[config.mk]
export PLATFORM = sky130hd
export DESIGN_NAME = npx_regs
export DESIGN_NICKNAME = d
export VERILOG_FILES = /design/src/pkg/npx_pkg.sv /design/src/rtl/npx_page_capture.sv /design/src/rtl/npx_regs.sv /design/src/rtl/npx_strap_latch.sv
export SDC_FILE = /design/constraint.sdc
export NUM_CORES = 1
export LEC_CHECK = 0
export ABC_AREA = 1
export BUFFER_PORTS_ARGS = -buffer_cell sky130_fd_sc_hd__buf_2
export CORE_MARGIN = 5
export CORE_UTILIZATION = 39
export CTS_CLUSTER_DIAMETER = 120
export CTS_CLUSTER_SIZE = 28
export DETAILED_ROUTE_END_ITERATION = 16
export PLACE_DENSITY_LB_ADDON = 0.15
export SLEW_MARGIN = 20
export SYNTH_ARGS = -nofsm -noshare
export SYNTH_HDL_FRONTEND = slang
export SYNTH_SLANG_ARGS = --single-unit
[constraint.sdc]
create_clock -name clk_i -period 3.3 [get_ports clk_i]
set_input_delay 0.165 -clock clk_i [delete_from_list [all_inputs] [get_ports clk_i]]
set_output_delay 0.165 -clock clk_i [all_outputs]
set_load 0.01 [all_outputs]
[src/pkg/npx_pkg.sv]
package npx_pkg;
   typedef logic [15:0] npx_word_t;
   typedef logic [4:0] npx_phyad_t;

   localparam logic [4:0] NPX_REG_PARTNER_NP = 5'h08;
   localparam logic [4:0] NPX_REG_EXT_CTRL = 5'h10;

   localparam int NPX_NP_MORE_BIT = 15;
   localparam int NPX_NP_RSV_BIT = 14;
   localparam int NPX_NP_FORMAT_BIT = 13;
   localparam int NPX_NP_COMPLY_BIT = 12;
   localparam int NPX_NP_TOGGLE_BIT = 11;
   localparam npx_word_t NPX_NP_RESET = 16'h0000;
   localparam npx_word_t NPX_NP_RO_MASK = 16'hBFFF;

   localparam int NPX_EXT_OVR_BIT = 15;
   localparam int NPX_EXT_ADDR_LSB = 6;
   localparam int NPX_EXT_SCR_TEST_BIT = 5;
   localparam int NPX_EXT_NRZI_BIT = 3;
   localparam int NPX_EXT_INV_CODE_BIT = 2;
   localparam int NPX_EXT_SCR_DIS_BIT = 0;
   localparam npx_word_t NPX_EXT_RESET = 16'h0008;
   localparam npx_word_t NPX_EXT_RW_MASK = 16'hF83F;

   localparam logic [5:0] NPX_PRE_LEN = 6'h20;
   localparam logic [1:0] NPX_OP_READ = 2'h2;
   localparam logic [1:0] NPX_OP_WRITE = 2'h1;
   localparam logic [5:0] NPX_OP_LAST = 6'h01;
   localparam logic [5:0] NPX_ADDR_LAST = 6'h09;
   localparam logic [5:0] NPX_TA_LAST = 6'h01;
   localparam logic [5:0] NPX_DATA_LAST = 6'h0F;

   typedef enum logic [2:0] {
      NPX_ST_PRE = 3'b000,
      NPX_ST_START = 3'b001,
      NPX_ST_OP = 3'b010,
      NPX_ST_ADDR = 3'b011,
      NPX_ST_TA = 3'b100,
      NPX_ST_DATA = 3'b101
   } npx_state_t;
endpackage : npx_pkg

[src/rtl/npx_page_capture.sv]
module npx_page_capture (
   input wire logic clk_i,
   input wire logic rst_n_i,
   input wire logic page_valid_i,
   input npx_pkg::npx_word_t page_word_i,
   input wire logic np_restart_i,
   input wire logic base_toggle_i,
   output npx_pkg::npx_word_t np_word_o,
   output logic toggle_err_o
);
   import npx_pkg::*;

   logic exp_toggle;

   // load received word, reserved bit dropped
   always_ff @(posedge clk_i) begin
      if (!rst_n_i) begin
         np_word_o <= NPX_NP_RESET;
      end else if (page_valid_i) begin
         np_word_o <= page_word_i & NPX_NP_RO_MASK;
      end
   end

   always_ff @(posedge clk_i) begin
      if (!rst_n_i) begin
         exp_toggle <= 1'b0;
         toggle_err_o <= 1'b0;
      end else if (np_restart_i) begin
         // Same-cycle page is the first one: judge it against the base word
         exp_toggle <= page_valid_i ? base_toggle_i : ~base_toggle_i;
         toggle_err_o <= page_valid_i && page_word_i[NPX_NP_TOGGLE_BIT] == base_toggle_i;
      end else if (page_valid_i) begin
         exp_toggle <= ~exp_toggle;
         toggle_err_o <= page_word_i[NPX_NP_TOGGLE_BIT] != exp_toggle;
      end
   end

   property p_rsv_zero;
      @(posedge clk_i) disable iff (!rst_n_i)
      !np_word_o[NPX_NP_RSV_BIT];
   endproperty
   a_rsv_zero: assert property (p_rsv_zero) else $error("Reserved partner bit set");

   property p_load;
      @(posedge clk_i) disable iff (!rst_n_i)
      page_valid_i |=> np_word_o[13:0] == $past(page_word_i[13:0])
         && np_word_o[NPX_NP_MORE_BIT] == $past(page_word_i[NPX_NP_MORE_BIT]);
   endproperty
   a_load: assert property (p_load) else $error("Partner word not loaded");

   property p_first_toggle;
      @(posedge clk_i) disable iff (!rst_n_i)
      np_restart_i ##1 (!np_restart_i && !page_valid_i) ##1 (!np_restart_i && page_valid_i)
         |=> toggle_err_o ==
         ($past(page_word_i[NPX_NP_TOGGLE_BIT]) == $past(base_toggle_i, 3));
   endproperty
   a_first_toggle: assert property (p_first_toggle) else $error("First toggle check wrong");

   property p_toggle_flip;
      @(posedge clk_i) disable iff (!rst_n_i)
      page_valid_i && !np_restart_i |=> exp_toggle != $past(exp_toggle);
   endproperty
   a_toggle_flip: assert property (p_toggle_flip) else $error("Toggle did not invert");
endmodule : npx_page_capture

[src/rtl/npx_regs.sv]
module npx_regs (
   input wire logic clk_i,
   input wire logic rst_n_i,
   input wire logic soft_rst_i,
   input wire logic mdc_i,
   input wire logic mdio_i,
   output logic mdio_o,
   output logic mdio_oe_n_o,
   input wire logic addr_strap_4_i,
   input wire logic addr_strap_3_i,
   input wire logic addr_strap_2_i,
   input wire logic addr_strap_1_i,
   input wire logic addr_strap_0_i,
   input wire logic page_valid_i,
   input npx_pkg::npx_word_t page_word_i,
   input wire logic np_restart_i,
   input wire logic base_toggle_i,
   output logic override_en_o,
   output logic scr_test_o,
   output logic nrzi_sel_o,
   output logic inv_code_test_o,
   output logic scr_disable_o,
   output npx_pkg::npx_phyad_t phy_addr_o,
   output logic page_toggle_err_o
);
   import npx_pkg::*;

   logic mdc_prev;
   logic mdc_rise;
   npx_state_t state;
   logic [5:0] bit_cnt;
   logic [1:0] op;
   logic [9:0] addr_sh;
   npx_word_t data_sh;
   npx_word_t rd_sh;
   npx_word_t rd_word;
   logic hit;
   logic wr_pulse;
   logic [4:0] wr_reg;
   npx_word_t wr_data;
   npx_word_t ext_ctrl;
   npx_word_t np_word;
   npx_phyad_t strap_addr;

   npx_strap_latch u_strap (
      .clk_i(clk_i),
      .rst_n_i(rst_n_i),
      .addr_strap_4_i(addr_strap_4_i),
      .addr_strap_3_i(addr_strap_3_i),
      .addr_strap_2_i(addr_strap_2_i),
      .addr_strap_1_i(addr_strap_1_i),
      .addr_strap_0_i(addr_strap_0_i),
      .phy_addr_o(strap_addr)
   );

   npx_page_capture u_page (
      .clk_i(clk_i),
      .rst_n_i(rst_n_i),
      .page_valid_i(page_valid_i),
      .page_word_i(page_word_i),
      .np_restart_i(np_restart_i),
      .base_toggle_i(base_toggle_i),
      .np_word_o(np_word),
      .toggle_err_o(page_toggle_err_o)
   );

   assign phy_addr_o = strap_addr;
   assign mdc_rise = mdc_i & ~mdc_prev;
   assign hit = addr_sh[9:5] == strap_addr;

   always_ff @(posedge clk_i) begin
      if (!rst_n_i) begin
         mdc_prev <= 1'b0;
      end else begin
         mdc_prev <= mdc_i;
      end
   end

   // Management frame sequencer, one step per MDC rise
   always_ff @(posedge clk_i) begin
      if (!rst_n_i) begin
         state <= NPX_ST_PRE;
         bit_cnt <= 6'h00;
         op <= 2'h0;
         addr_sh <= 10'h000;
         data_sh <= 16'h0000;
      end else if (mdc_rise) begin
         case (state)
            NPX_ST_PRE: begin
               if (mdio_i) begin
                  if (bit_cnt != NPX_PRE_LEN) begin
                     bit_cnt <= bit_cnt + 6'h01;
                  end
               end else if (bit_cnt == NPX_PRE_LEN) begin
                  state <= NPX_ST_START;
                  bit_cnt <= 6'h00;
               end else begin
                  bit_cnt <= 6'h00;
               end
            end
            NPX_ST_START: begin
               state <= mdio_i ? NPX_ST_OP : NPX_ST_PRE;
            end
            NPX_ST_OP: begin
               op <= {op[0], mdio_i};
               if (bit_cnt == NPX_OP_LAST) begin
                  state <= NPX_ST_ADDR;
                  bit_cnt <= 6'h00;
               end else begin
                  bit_cnt <= bit_cnt + 6'h01;
               end
            end
            NPX_ST_ADDR: begin
               addr_sh <= {addr_sh[8:0], mdio_i};
               if (bit_cnt == NPX_ADDR_LAST) begin
                  state <= NPX_ST_TA;
                  bit_cnt <= 6'h00;
               end else begin
                  bit_cnt <= bit_cnt + 6'h01;
               end
            end
            NPX_ST_TA: begin
               if (bit_cnt == NPX_TA_LAST) begin
                  state <= NPX_ST_DATA;
                  bit_cnt <= 6'h00;
               end else begin
                  bit_cnt <= bit_cnt + 6'h01;
               end
            end
            NPX_ST_DATA: begin
               data_sh <= {data_sh[14:0], mdio_i};
               if (bit_cnt == NPX_DATA_LAST) begin
                  state <= NPX_ST_PRE;
                  bit_cnt <= 6'h00;
               end else begin
                  bit_cnt <= bit_cnt + 6'h01;
               end
            end
            default: begin
               state <= NPX_ST_PRE;
               bit_cnt <= 6'h00;
            end
         endcase
      end
   end

   // Write strobe after last data bit of a frame for this address
   always_ff @(posedge clk_i) begin
      if (!rst_n_i) begin
         wr_pulse <= 1'b0;
         wr_reg <= 5'h00;
         wr_data <= 16'h0000;
      end else begin
         wr_pulse <= mdc_rise && state == NPX_ST_DATA && bit_cnt == NPX_DATA_LAST
                     && op == NPX_OP_WRITE && hit;
         wr_reg <= addr_sh[4:0];
         wr_data <= {data_sh[14:0], mdio_i};
      end
   end

   // Read mux; unmapped addresses answer zero
   always_comb begin
      rd_word = 16'h0000;
      if (addr_sh[4:0] == NPX_REG_PARTNER_NP) begin
         rd_word = np_word;
      end else if (addr_sh[4:0] == NPX_REG_EXT_CTRL) begin
         rd_word = ext_ctrl;
         rd_word[NPX_EXT_ADDR_LSB +: 5] = strap_addr;
      end
   end

   // Read data driver, changes only on the clock rise that follows an MDC rise
   always_ff @(posedge clk_i) begin
      if (!rst_n_i) begin
         mdio_o <= 1'b0;
         mdio_oe_n_o <= 1'b1;
         rd_sh <= 16'h0000;
      end else if (mdc_rise) begin
         if (state == NPX_ST_TA && bit_cnt == 6'h00 && op == NPX_OP_READ && hit) begin
            mdio_o <= 1'b0;
            mdio_oe_n_o <= 1'b0;
         end else if (state == NPX_ST_TA && bit_cnt == NPX_TA_LAST && !mdio_oe_n_o) begin
            mdio_o <= rd_word[15];
            rd_sh <= {rd_word[14:0], 1'b0};
         end else if (state == NPX_ST_DATA && !mdio_oe_n_o) begin
            if (bit_cnt == NPX_DATA_LAST) begin
               mdio_o <= 1'b0;
               mdio_oe_n_o <= 1'b1;
            end else begin
               mdio_o <= rd_sh[15];
               rd_sh <= {rd_sh[14:0], 1'b0};
            end
         end
      end
   end

   always_ff @(posedge clk_i) begin
      if (!rst_n_i || soft_rst_i) begin
         ext_ctrl <= NPX_EXT_RESET;
      end else if (wr_pulse && wr_reg == NPX_REG_EXT_CTRL) begin
         ext_ctrl <= wr_data & NPX_EXT_RW_MASK;
      end else if (wr_pulse) begin
         ext_ctrl[NPX_EXT_OVR_BIT] <= 1'b0;
      end
   end

   assign override_en_o = ext_ctrl[NPX_EXT_OVR_BIT];
   assign scr_test_o = ext_ctrl[NPX_EXT_SCR_TEST_BIT];
   assign nrzi_sel_o = ext_ctrl[NPX_EXT_NRZI_BIT];
   assign inv_code_test_o = ext_ctrl[NPX_EXT_INV_CODE_BIT];
   assign scr_disable_o = ext_ctrl[NPX_EXT_SCR_DIS_BIT];

   property p_ovr_clear;
      @(posedge clk_i) disable iff (!rst_n_i)
      wr_pulse && !soft_rst_i && !(wr_reg == NPX_REG_EXT_CTRL && wr_data[NPX_EXT_OVR_BIT])
         |=> !override_en_o;
   endproperty
   a_ovr_clear: assert property (p_ovr_clear) else $error("Override enable not cleared");

   property p_ovr_hold;
      @(posedge clk_i) disable iff (!rst_n_i)
      !wr_pulse && !soft_rst_i |=> $stable(override_en_o);
   endproperty
   a_ovr_hold: assert property (p_ovr_hold) else $error("Override enable moved unprompted");

   property p_np_ro;
      @(posedge clk_i) disable iff (!rst_n_i)
      wr_pulse && wr_reg == NPX_REG_PARTNER_NP && !page_valid_i |=> $stable(np_word);
   endproperty
   a_np_ro: assert property (p_np_ro) else $error("Partner word changed by write");

   property p_ctrl_write;
      @(posedge clk_i) disable iff (!rst_n_i)
      wr_pulse && wr_reg == NPX_REG_EXT_CTRL && !soft_rst_i |=>
         scr_test_o == $past(wr_data[NPX_EXT_SCR_TEST_BIT])
         && nrzi_sel_o == $past(wr_data[NPX_EXT_NRZI_BIT])
         && inv_code_test_o == $past(wr_data[NPX_EXT_INV_CODE_BIT])
         && scr_disable_o == $past(wr_data[NPX_EXT_SCR_DIS_BIT]);
   endproperty
   a_ctrl_write: assert property (p_ctrl_write) else $error("Control bits not written");

   property p_soft_rst;
      @(posedge clk_i) disable iff (!rst_n_i)
      soft_rst_i |=> !scr_test_o && nrzi_sel_o && !inv_code_test_o && !scr_disable_o
         && !override_en_o && phy_addr_o == $past(phy_addr_o);
   endproperty
   a_soft_rst: assert property (p_soft_rst) else $error("Soft reset values wrong");

   property p_no_drive_idle;
      @(posedge clk_i) disable iff (!rst_n_i)
      state == NPX_ST_PRE || state == NPX_ST_START || state == NPX_ST_OP |-> mdio_oe_n_o;
   endproperty
   a_no_drive_idle: assert property (p_no_drive_idle) else $error("Data pin driven outside read");

   // Data pin protocol checks
   property p_oe_start;
      @(posedge clk_i) disable iff (!rst_n_i)
      $fell(mdio_oe_n_o) |-> $past(op) == NPX_OP_READ && $past(hit) && $past(state) == NPX_ST_TA;
   endproperty
   a_oe_start: assert property (p_oe_start) else $error("Data pin driven without hit");

   property p_oe_release;
      @(posedge clk_i) disable iff (!rst_n_i)
      mdc_rise && state == NPX_ST_DATA && bit_cnt == NPX_DATA_LAST |=> mdio_oe_n_o;
   endproperty
   a_oe_release: assert property (p_oe_release) else $error("Data pin not released");

   property p_ta_low;
      @(posedge clk_i) disable iff (!rst_n_i)
      state == NPX_ST_TA && !mdio_oe_n_o |-> !mdio_o;
   endproperty
   a_ta_low: assert property (p_ta_low) else $error("Turnaround bit not low");

   property p_read_rsv;
      @(posedge clk_i) disable iff (!rst_n_i)
      state == NPX_ST_TA && addr_sh[4:0] == NPX_REG_PARTNER_NP |-> !rd_word[NPX_NP_RSV_BIT];
   endproperty
   a_read_rsv: assert property (p_read_rsv) else $error("Reserved bit read as one");

   // Reset and storage checks
   property p_ext_reset;
      @(posedge clk_i)
      !rst_n_i |=> !override_en_o && !scr_test_o && nrzi_sel_o && !inv_code_test_o
         && !scr_disable_o;
   endproperty
   a_ext_reset: assert property (p_ext_reset) else $error("Control reset values wrong");

   property p_np_reset;
      @(posedge clk_i)
      !rst_n_i |=> np_word == NPX_NP_RESET;
   endproperty
   a_np_reset: assert property (p_np_reset) else $error("Partner word not reset");

   property p_ovr_set;
      @(posedge clk_i) disable iff (!rst_n_i)
      wr_pulse && wr_reg == NPX_REG_EXT_CTRL && wr_data[NPX_EXT_OVR_BIT] && !soft_rst_i
         |=> override_en_o;
   endproperty
   a_ovr_set: assert property (p_ovr_set) else $error("Override enable not set");

   property p_rsv_store;
      @(posedge clk_i) disable iff (!rst_n_i)
      wr_pulse && wr_reg == NPX_REG_EXT_CTRL && !soft_rst_i |=>
         ((ext_ctrl ^ $past(wr_data)) & NPX_EXT_RW_MASK) == 16'h0000;
   endproperty
   a_rsv_store: assert property (p_rsv_store) else $error("Control bits not stored");
endmodule : npx_regs

[src/rtl/npx_strap_latch.sv]
module npx_strap_latch (
   input wire logic clk_i,
   input wire logic rst_n_i,
   input wire logic addr_strap_4_i,
   input wire logic addr_strap_3_i,
   input wire logic addr_strap_2_i,
   input wire logic addr_strap_1_i,
   input wire logic addr_strap_0_i,
   output npx_pkg::npx_phyad_t phy_addr_o
);
   import npx_pkg::*;

   logic load_pending;

   // capture straps once after hardware reset
   always_ff @(posedge clk_i) begin
      if (!rst_n_i) begin
         load_pending <= 1'b1;
         phy_addr_o <= 5'h00;
      end else if (load_pending) begin
         load_pending <= 1'b0;
         phy_addr_o <= {addr_strap_4_i, addr_strap_3_i, addr_strap_2_i,
                        addr_strap_1_i, addr_strap_0_i};
      end
   end

   property p_addr_hold;
      @(posedge clk_i) disable iff (!rst_n_i)
      !load_pending |=> $stable(phy_addr_o);
   endproperty
   a_addr_hold: assert property (p_addr_hold) else $error("PHY address moved after load");

   property p_addr_load;
      @(posedge clk_i) disable iff (!rst_n_i)
      load_pending |=> phy_addr_o == {$past(addr_strap_4_i), $past(addr_strap_3_i),
         $past(addr_strap_2_i), $past(addr_strap_1_i), $past(addr_strap_0_i)};
   endproperty
   a_addr_load: assert property (p_addr_load) else $error("PHY address not from straps");
endmodule : npx_strap_latch
==> results of run 1 <==
## report_power, final
group	switching, mW	internal [mW]
clock network	0.474	0.588
logic	0.0834	0.0434
registers	0.0113	1.29
total	0.569	1.92
## metrics by stage
stage	power, mW	cell area, um2	cells
after global placement	1.453	4806	818
after detailed placement	1.456	4806	818
after floorplan	1.408	4504	654
final	2.489	5110	834
after CTS	2.529	5110	834
after global routing	2.607	5110	834
## cells in the final DEF (no fill, tap or decap), types with 2 or more instances in the layout
master,netlist,layout
buf_4,1,3
inv_2,3,3
a211oi_1,3,3
a22oi_1,2,2
nor2_2,2,2
a21oi_1,47,47
nand3_1,18,18
clkinv_4,0,2
buf_2,5,40
clkbuf_16,0,9
nor2_1,91,91
o22ai_1,13,13
nand4_1,8,8
nand2_1,169,169
inv_1,99,99
dfxtp_1,105,105
nor3_1,2,2
o21ai_0,52,52
ha_1,3,3
xnor2_1,4,4
## critical path, cell delays in order, from the launching register on
cell and delay (ps):
dfxtp_1 330, inv_1 90, ha_1 180, nand3_1 130
inv_1 70, nand2_1 330, o21ai_2 270, nand3_4 300
nor2_1 180, nor2_1 60
## final timing paths
kind	startpoint	endpoint	slack, ps	depth (start not counted)
worst max-delay path	bit_cnt[1]	rd_sh[4]	1250	9
worst min-delay path	mdc_i	mdc_prev	20	3
worst max register to register	bit_cnt[1]	rd_sh[4]	1250	9
worst min register to register	data_sh[14]	wr_data[15]	420	2
## cell type report
type | count | area share, %
clock buffer | 9 | 4.407
timing repair buffer | 44 | 4.554
sequential | 105 | 41.14
tap | 143 | 3.501
inverter | 103 | 7.566
multi-input combinational | 424 | 37.49
clock inverter | 6 | 1.347
## per-layer routing
metal / vias up / global-route usage [%]
met2: 78 / 24.75
met1: 1762 / 19.30
met4: 0 / 5.090
li1: 2106 / -
met5: - / 0
met3: 10 / 3.892
## cell families (layout without fill, tap and decap cells)
kind of cell | after synthesis | in the layout | synth area share (%)
AO/OA/AOI/OAI | 121 | 121 | 14.33
AND/OR/NAND/NOR | 296 | 296 | 26.58
adder cells (fa/ha/maj) | 3 | 3 | 0.8334
buffers and inverters | 125 | 162 | 10.81
flip-flops | 105 | 105 | 46.67
XOR/XNOR | 4 | 4 | 0.7777
==> results.md, run 1 <==
- Starting Density: 39.62%
- Synth top area cells: dfxtp_1 47%, nand2_1 14%, inv_1 8.3%
- Total GRT Usage: 15.09%
- Post-CTS setup repair buffer count: 0
- Multi-input logic area: 1916 um2
- DRT met1 WL: 4854 um
- Worst EP required: 3530 ps
- Distinct cells, synth: 32
- Dpl hpwl: 7349 um
- CTS Buffer Depth: 2
- # DRC: 0
- # hold bufs at CTS: 1
- Synth Instances: 654
- Place WS: 1221 ps
- Warnings from Yosys: 0
- Core area: 11370 um2
- I/O pin cnt: 42
- HP Class: in -> reg
- Detail Route met3 WL: 497 um
- Clock-pin slew on the worst setup and hold paths: 70 ps
- Max cap viols: 0
- CTS tree: done
- Depth of the CTS H-tree: 3
- Maximum vdd drop: 0.0002911 V
- Clk Latency, worst-skew pair: 340 ps
- Placer Congestion: 0.8154
- Max_slew headroom: 42.64%
- Routed WL: 10200 um
- Antenna diodes: 0
- Crit path DAT: 2280 ps
- Mean Syn Cell Area: 6.887 um2
- Via count: 3956
- CP Class: reg -> reg
- Row cnt: 39
- Die Span Y: 117.5 um
- Status: completed
- Reg area: 2102 um2
- FILL cells: 1181
- # setup viols final: 0
- # clock sinks: 105
- Synth area leader: dfxtp_1
- Post-synth ARST share: 0%
- Horiz. Die Dim: 117.5 um
- Nets@finish: 719
- WL met2: 4677 um
- Post-synth EDFFs: 0
- Fin crit share: 62.08%
- Syn Nets: 686
- Type of origin of the critical path: flip-flop
- Pleak: 2.496 nW
- CP max FO: 28
- Count leader, synth: nand2_1
- Synthesis-to-layout area growth: 13.44%
- CTS root buffer: clkbuf_16
- Slew Viols, Final: 0
- Yosys top cell area share: 46.67%
- PortBufs: 40
- FMAX: 488.1 MHz
- Number of DRC markers in iteration 0: 182
- Number of routed nets with antenna violations: 0
- Total negative slack: 0 ps
- Die area: 13800 um2
- Initial antenna violation count: 0
- Tightest Pin Transition: 859.5 ps
- Hold Slack: 17.96 ps
- TritonRoute pass-1 iters: 4
- First-pass GRT wire length: 17390 um
- Synth cell count leaders: 169 x nand2_1, 105 x dfxtp_1, 99 x inv_1
- GRT overflow: 0
- Cts repair resizes: 0
- WL/cell: 12.23 um
- Mapped Area: 4504 um2
- Fin util: 44.94%
- Clk_skew: 7.696 ps
- Layout cells sized above 1: 9.986%
- Biggest regs: data_sh x15, rd_sh x15, u_page.np_word_o x15
- Final min period: 2049 ps
- Seq/Total Area, Yosys: 46.67%
- Post-layout worst setup margin: 1251 ps
- Top_reg_cell synth: dfxtp_1
- Pwr/cell area: 487.1 nW/um2
- Flops & latches, synth: 105
- Routed vias/inst: 4.743
- Uppermost layer routed: met4
- Final Hold Vio Count: 0
- RSZ-0062 raised after global routing: no
- Largest net degree at the start of global routing: 44
- Crit path capture type: flip-flop
- TritonCTS buffer count: 9
- Vias in the first global route: 3699
Power figures use the tool's default switching activity.
==> run 2: changes to the inputs <==
- clock period: 3.3 -> 1.9 ns (I/O delays scaled with it)
==> results.md, run 2 (synthesized netlist as in run 1, its figures left out) <==
- Largest net degree at the start of global routing: 82
- CP max stage delay: 440 ps
- Final min period: 1695 ps
- Synthesis-to-layout area growth: 17.53%
- # clock sinks: 105
- Max_slew headroom: 72.67%
- Sum of buffers and inverters on the critical path: 1
- Nets@finish: 732
- CTS root buffer: clkbuf_16
- Post-Place Cell Area: 4891 um2
- Post-layout worst setup margin: 204.6 ps
- Maximum vdd drop: 0.0005224 V
- Crit-path leading delay family: simple AND/OR/NAND/NOR gates
- Max cap viols: 0
- PortBufs: 40
- TritonRoute pass-1 iters: 5
- Hold Slack: 24.61 ps
- TritonCTS buffer count: 9
- CP max FO: 14
- Final Cell Area: 5294 um2
- Tightest Pin Transition: 409.5 ps
- Clk Latency, worst-skew pair: 350 ps
- Vias in the first global route: 3797
- Fin crit share: 89.23%
- Final Hold Vio Count: 0
- Tot Pwr: 4.509 mW
- Total negative slack: 0 ps
- HP Class: in -> reg
- DRT met1 WL: 5093 um
- Die Span Y: 117.5 um
- Clk_skew: 7.348 ps
- Worst EP required: 2140 ps
- Most common cell after layout, fill and taps aside: nand2_1
- CP most frequent cell: nand2_1
- Uppermost layer routed: met4
- First-pass GRT wire length: 17860 um
- Total GRT Usage: 15.51%
- # setup viols final: 0
- Placer Congestion: 0.8361
- Via count: 4014
- Starting Density: 39.62%
- Slew Viols, Final: 0
- Number of routed nets with antenna violations: 0
- I/O pin cnt: 42
- Core area: 11370 um2
- Cell Count Post-Placement: 826
- Die area: 13800 um2
- Finished Layout Cells: 848
- WL met2: 4867 um
- Type of origin of the critical path: flip-flop
- Routed WL: 10530 um
- Crit path capture type: flip-flop
- CTS Buffer Depth: 2
- Horiz. Die Dim: 117.5 um
- Initial antenna violation count: 0
- RSZ-0062 raised after global routing: no
- Antenna diodes: 0
- Depth of the CTS H-tree: 3
- GRT overflow: 0
- Critical-path top delay cell: dfxtp_1
- Place WS: 100.1 ps
- Number of DRC markers in iteration 0: 260
- Pwr/cell area: 851.8 nW/um2
- Status: completed
- Dpl hpwl: 7389 um
- FMAX: 589.8 MHz
- CTS tree: done
- Routed vias/inst: 4.733
- CP Class: reg -> reg
- Clock-pin slew on the worst setup and hold paths: 70 ps
- Detail Route met3 WL: 470 um
- # DRC: 0
- Crit path DAT: 1930 ps
- Layout cells sized above 1: 11.35%
- Pleak: 2.572 nW
- FILL cells: 1194
- Most frequent cells in the layout: 169 x nand2_1, 105 x dfxtp_1, 99 x inv_1
- Fin util: 46.56%
- Biggest regs: data_sh x15, rd_sh x15, u_page.np_word_o x15
- Cells along the critical path: inv_2 > nor2_1 > nand2_1 > nor2_2 > nand3_2 > nand3_4 > nand2_1 > nand2_1 > nor2_1
- WL/cell: 12.42 um
- Row cnt: 39
run 2: cell count changes in the layout (fill, tap and decap cells not counted), sizes merged:
| cell | change |
|---|---|
| dlygate4sd3 | +4 |
| nand3 | +1 |
| bufinv | +1 |
| buf | +8 |
run 2: report_power, final:
group / switching, mW / internal (mW) / total, mW
Clock: 0.850 / 1.17 / 2.02
Combinational: 0.147 / 0.0880 / 0.235
Sequential: 0.0201 / 2.24 / 2.26
Total: 1.02 / 3.49 / 4.51
run 2: timing repair:
action / CTS / global route
hold buffers: 5 / 0
endpoints found under the setup margin: 0 / 15
resized for setup: 0 / 3
buffers inserted: 0 / 0
endpoints found under the hold margin: 5 / 0
run 2: tightest hold or removal path: stages:
cell and delay (ps):
buf_2 70, o21ai_0 70, a21oi_1 100
run 2: layer usage:
metal / track usage [%] / vias up
met4: 3.728 / 0
met5: 0 / -
met1: 20.25 / 1797
met2: 25.35 / 69
li1: - / 2140
met3: 4.469 / 8
run 2: layout make-up:
type	count	area, um2	share of cell area, %
sequential	105	2102	39.71
timing repair buffer	56	357.8	6.760
multi-input combinational	425	1941	36.66
clock inverter	7	102.6	1.938
clock buffer	9	225.2	4.254
tap	143	178.9	3.380
inverter	103	386.6	7.303
run 2: path summary, 6_finish.rpt:
| path | from | to | slack (ps) | depth (start not counted) |
|---|---|---|---|---|
| setup / recovery | state[2] | rd_sh[8] | 200 | 9 |
| hold / removal | page_word_i[3] | u_page.np_word_o[3] | 20 | 3 |
| setup reg to reg | state[2] | rd_sh[8] | 200 | 9 |
| hold reg to reg | data_sh[14] | wr_data[15] | 420 | 2 |
==> run 3: changes to the inputs <==
- REMOVE_ABC_BUFFERS: default -> 1
==> results.md, run 3 (synthesized netlist as in run 1, its figures left out) <==
- Clock-pin slew on the worst setup and hold paths: 70 ps
- Type of origin of the critical path: flip-flop
- Clk Latency, worst-skew pair: 350 ps
- Maximum vdd drop: 0.0005003 V
- Placer Congestion: 0.8299
- # DRC: 0
- Pleak: 2.571 nW
- Reg area: 2102 um2
- Stages on the worst setup path: 10
- Row cnt: 39
- Number of routed nets with antenna violations: 0
- Core area: 11370 um2
- Vias in the first global route: 3873
- Antenna diodes: 0
- R2R depth: 10
- Die Span Y: 117.5 um
- Starting Density: 39.62%
- Die area: 13800 um2
- Hold Slack: 28.79 ps
- Final min period: 1725 ps
- Multi-input logic area: 1961 um2
- CP most frequent cell: nand2_1
- Sum of buffers and inverters on the critical path: 1
- Pwr/cell area: 847.6 nW/um2
- Critical-path top delay cell: dfxtp_1
- Initial antenna violation count: 0
- Crit path capture type: flip-flop
- CP max FO: 7
- Worst R2R Start: state[1]
- Cells along the critical path: inv_1 > nand2_1 > nor2_1 > nand2_1 > nor2_2 > nand3_2 > nand3_2 > nand2_1 > nand2_1 > nor2_1
- Routed WL: 11000 um
- WL/cell: 12.95 um
- Routed vias/inst: 4.751
- Clk_skew: 6.401 ps
- Slew Viols, Final: 0
- Max_slew headroom: 63.42%
- Flop2flop setup slack: 180 ps
- Layout cells sized above 1: 11.61%
- Final Cell Area: 5296 um2
- Crit-path leading delay family: simple AND/OR/NAND/NOR gates
- Worst reg2reg path endpoint: rd_sh[12]
- PortBufs: 40
- FMAX: 579.9 MHz
- Most frequent cells in the layout: 169 x nand2_1, 105 x dfxtp_1, 99 x inv_1
- Horiz. Die Dim: 117.5 um
- GRT overflow: 0
- CTS root buffer: clkbuf_16
- Nets@finish: 733
- TritonRoute pass-1 iters: 4
- TritonCTS buffer count: 9
- CP max stage delay: 340 ps
- # setup viols final: 0
- Fin crit share: 90.77%
- Largest net degree at the start of global routing: 58
- CP startpoint: state[1]
- Via count: 4034
- FILL cells: 1162
- CTS tree: done
- Number of DRC markers in iteration 0: 231
- Total GRT Usage: 15.89%
- First-pass GRT wire length: 18260 um
- CTS Buffer Depth: 2
- Dpl hpwl: 7565 um
- HP Class: in -> reg
- CP Class: reg -> reg
- I/O pin cnt: 42
- Final Hold Vio Count: 0
- Crit path DAT: 1970 ps
- Most common cell after layout, fill and taps aside: nand2_1
- Max cap viols: 0
- Worst EP required: 2140 ps
- Depth of the CTS H-tree: 3
- Tightest Pin Transition: 548.7 ps
- Biggest regs: data_sh x15, rd_sh x15, u_page.np_word_o x15
- # clock sinks: 105
- Post-Place Cell Area: 4878 um2
- Status: completed
- Synthesis-to-layout area growth: 17.58%
- Crit path to: rd_sh[12]
==> run 3: what timing repair did <==
item                       4_1_cts  5_1_grt
hold buffers                     5        0
hold endpoints to repair         5        0
buffers inserted                 0        0
resized for setup                0        5
setup endpoints to repair        0       16
==> run 3: tightest hold or removal path: stages <==
cell and delay (ps):
buf_2 70, o21ai_0 70, a21oi_1 100
==> run 3: per-stage QoR <==
step                setup WS [ps]  cells  TNS (ps)  total power [mW]  utilization [%]
floorplan                   240.9    632         0             2.424                -
global placement            183.7    826         0             2.529            42.91
detailed placement          108.1    826         0             2.534            42.91
CTS                         97.25    847         0             4.530            46.19
global route               -6.403    849    -11.00             4.641            46.58
finish                      175.4    849         0             4.489            46.58
==> run 3: how the worst min path moves through the flow <==
stage | start | endpoint | slack (ps) | cells past startpoint
6_report | page_word_i[7] | u_page.np_word_o[7] | 30 | 3
5_1_grt | addr_strap_4_i | u_strap.phy_addr_o[4] | 60 | 3
4_1_cts | page_word_i[7] | u_page.np_word_o[7] | 20 | 3
3_5_place_dp | page_word_i[11] | u_page.toggle_err_o | 300 | 2
3_3_place_gp | page_word_i[11] | u_page.toggle_err_o | 280 | 2
2_1_floorplan | rst_n_i | mdio_oe_n_o | 160 | 1
==> run 3: layout make-up <==
| cell class | instances | share of cell area, % |
|---|---|---|
| timing repair buffer | 56 | 6.520 |
| tap | 143 | 3.378 |
| multi-input combinational | 426 | 37.02 |
| clock buffer | 11 | 4.772 |
| sequential | 105 | 39.69 |
| inverter | 103 | 7.300 |
| clock inverter | 5 | 1.323 |
==> run 3: per-layer routing <==
layer	routed length (um)	track usage, %	vias to the layer above
met5	0	0	-
met4	255	6.523	0
met3	363	3.123	20
met2	4981	25.60	64
met1	5398	20.86	1804
li1	-	-	2146
==> run 3: power by group <==
part	switching, mW	internal (mW)	leakage (nW)
clock network	0.877	1.12	0.160
logic	0.151	0.0848	1.56
registers	0.0209	2.24	0.852
total	1.05	3.44	2.57
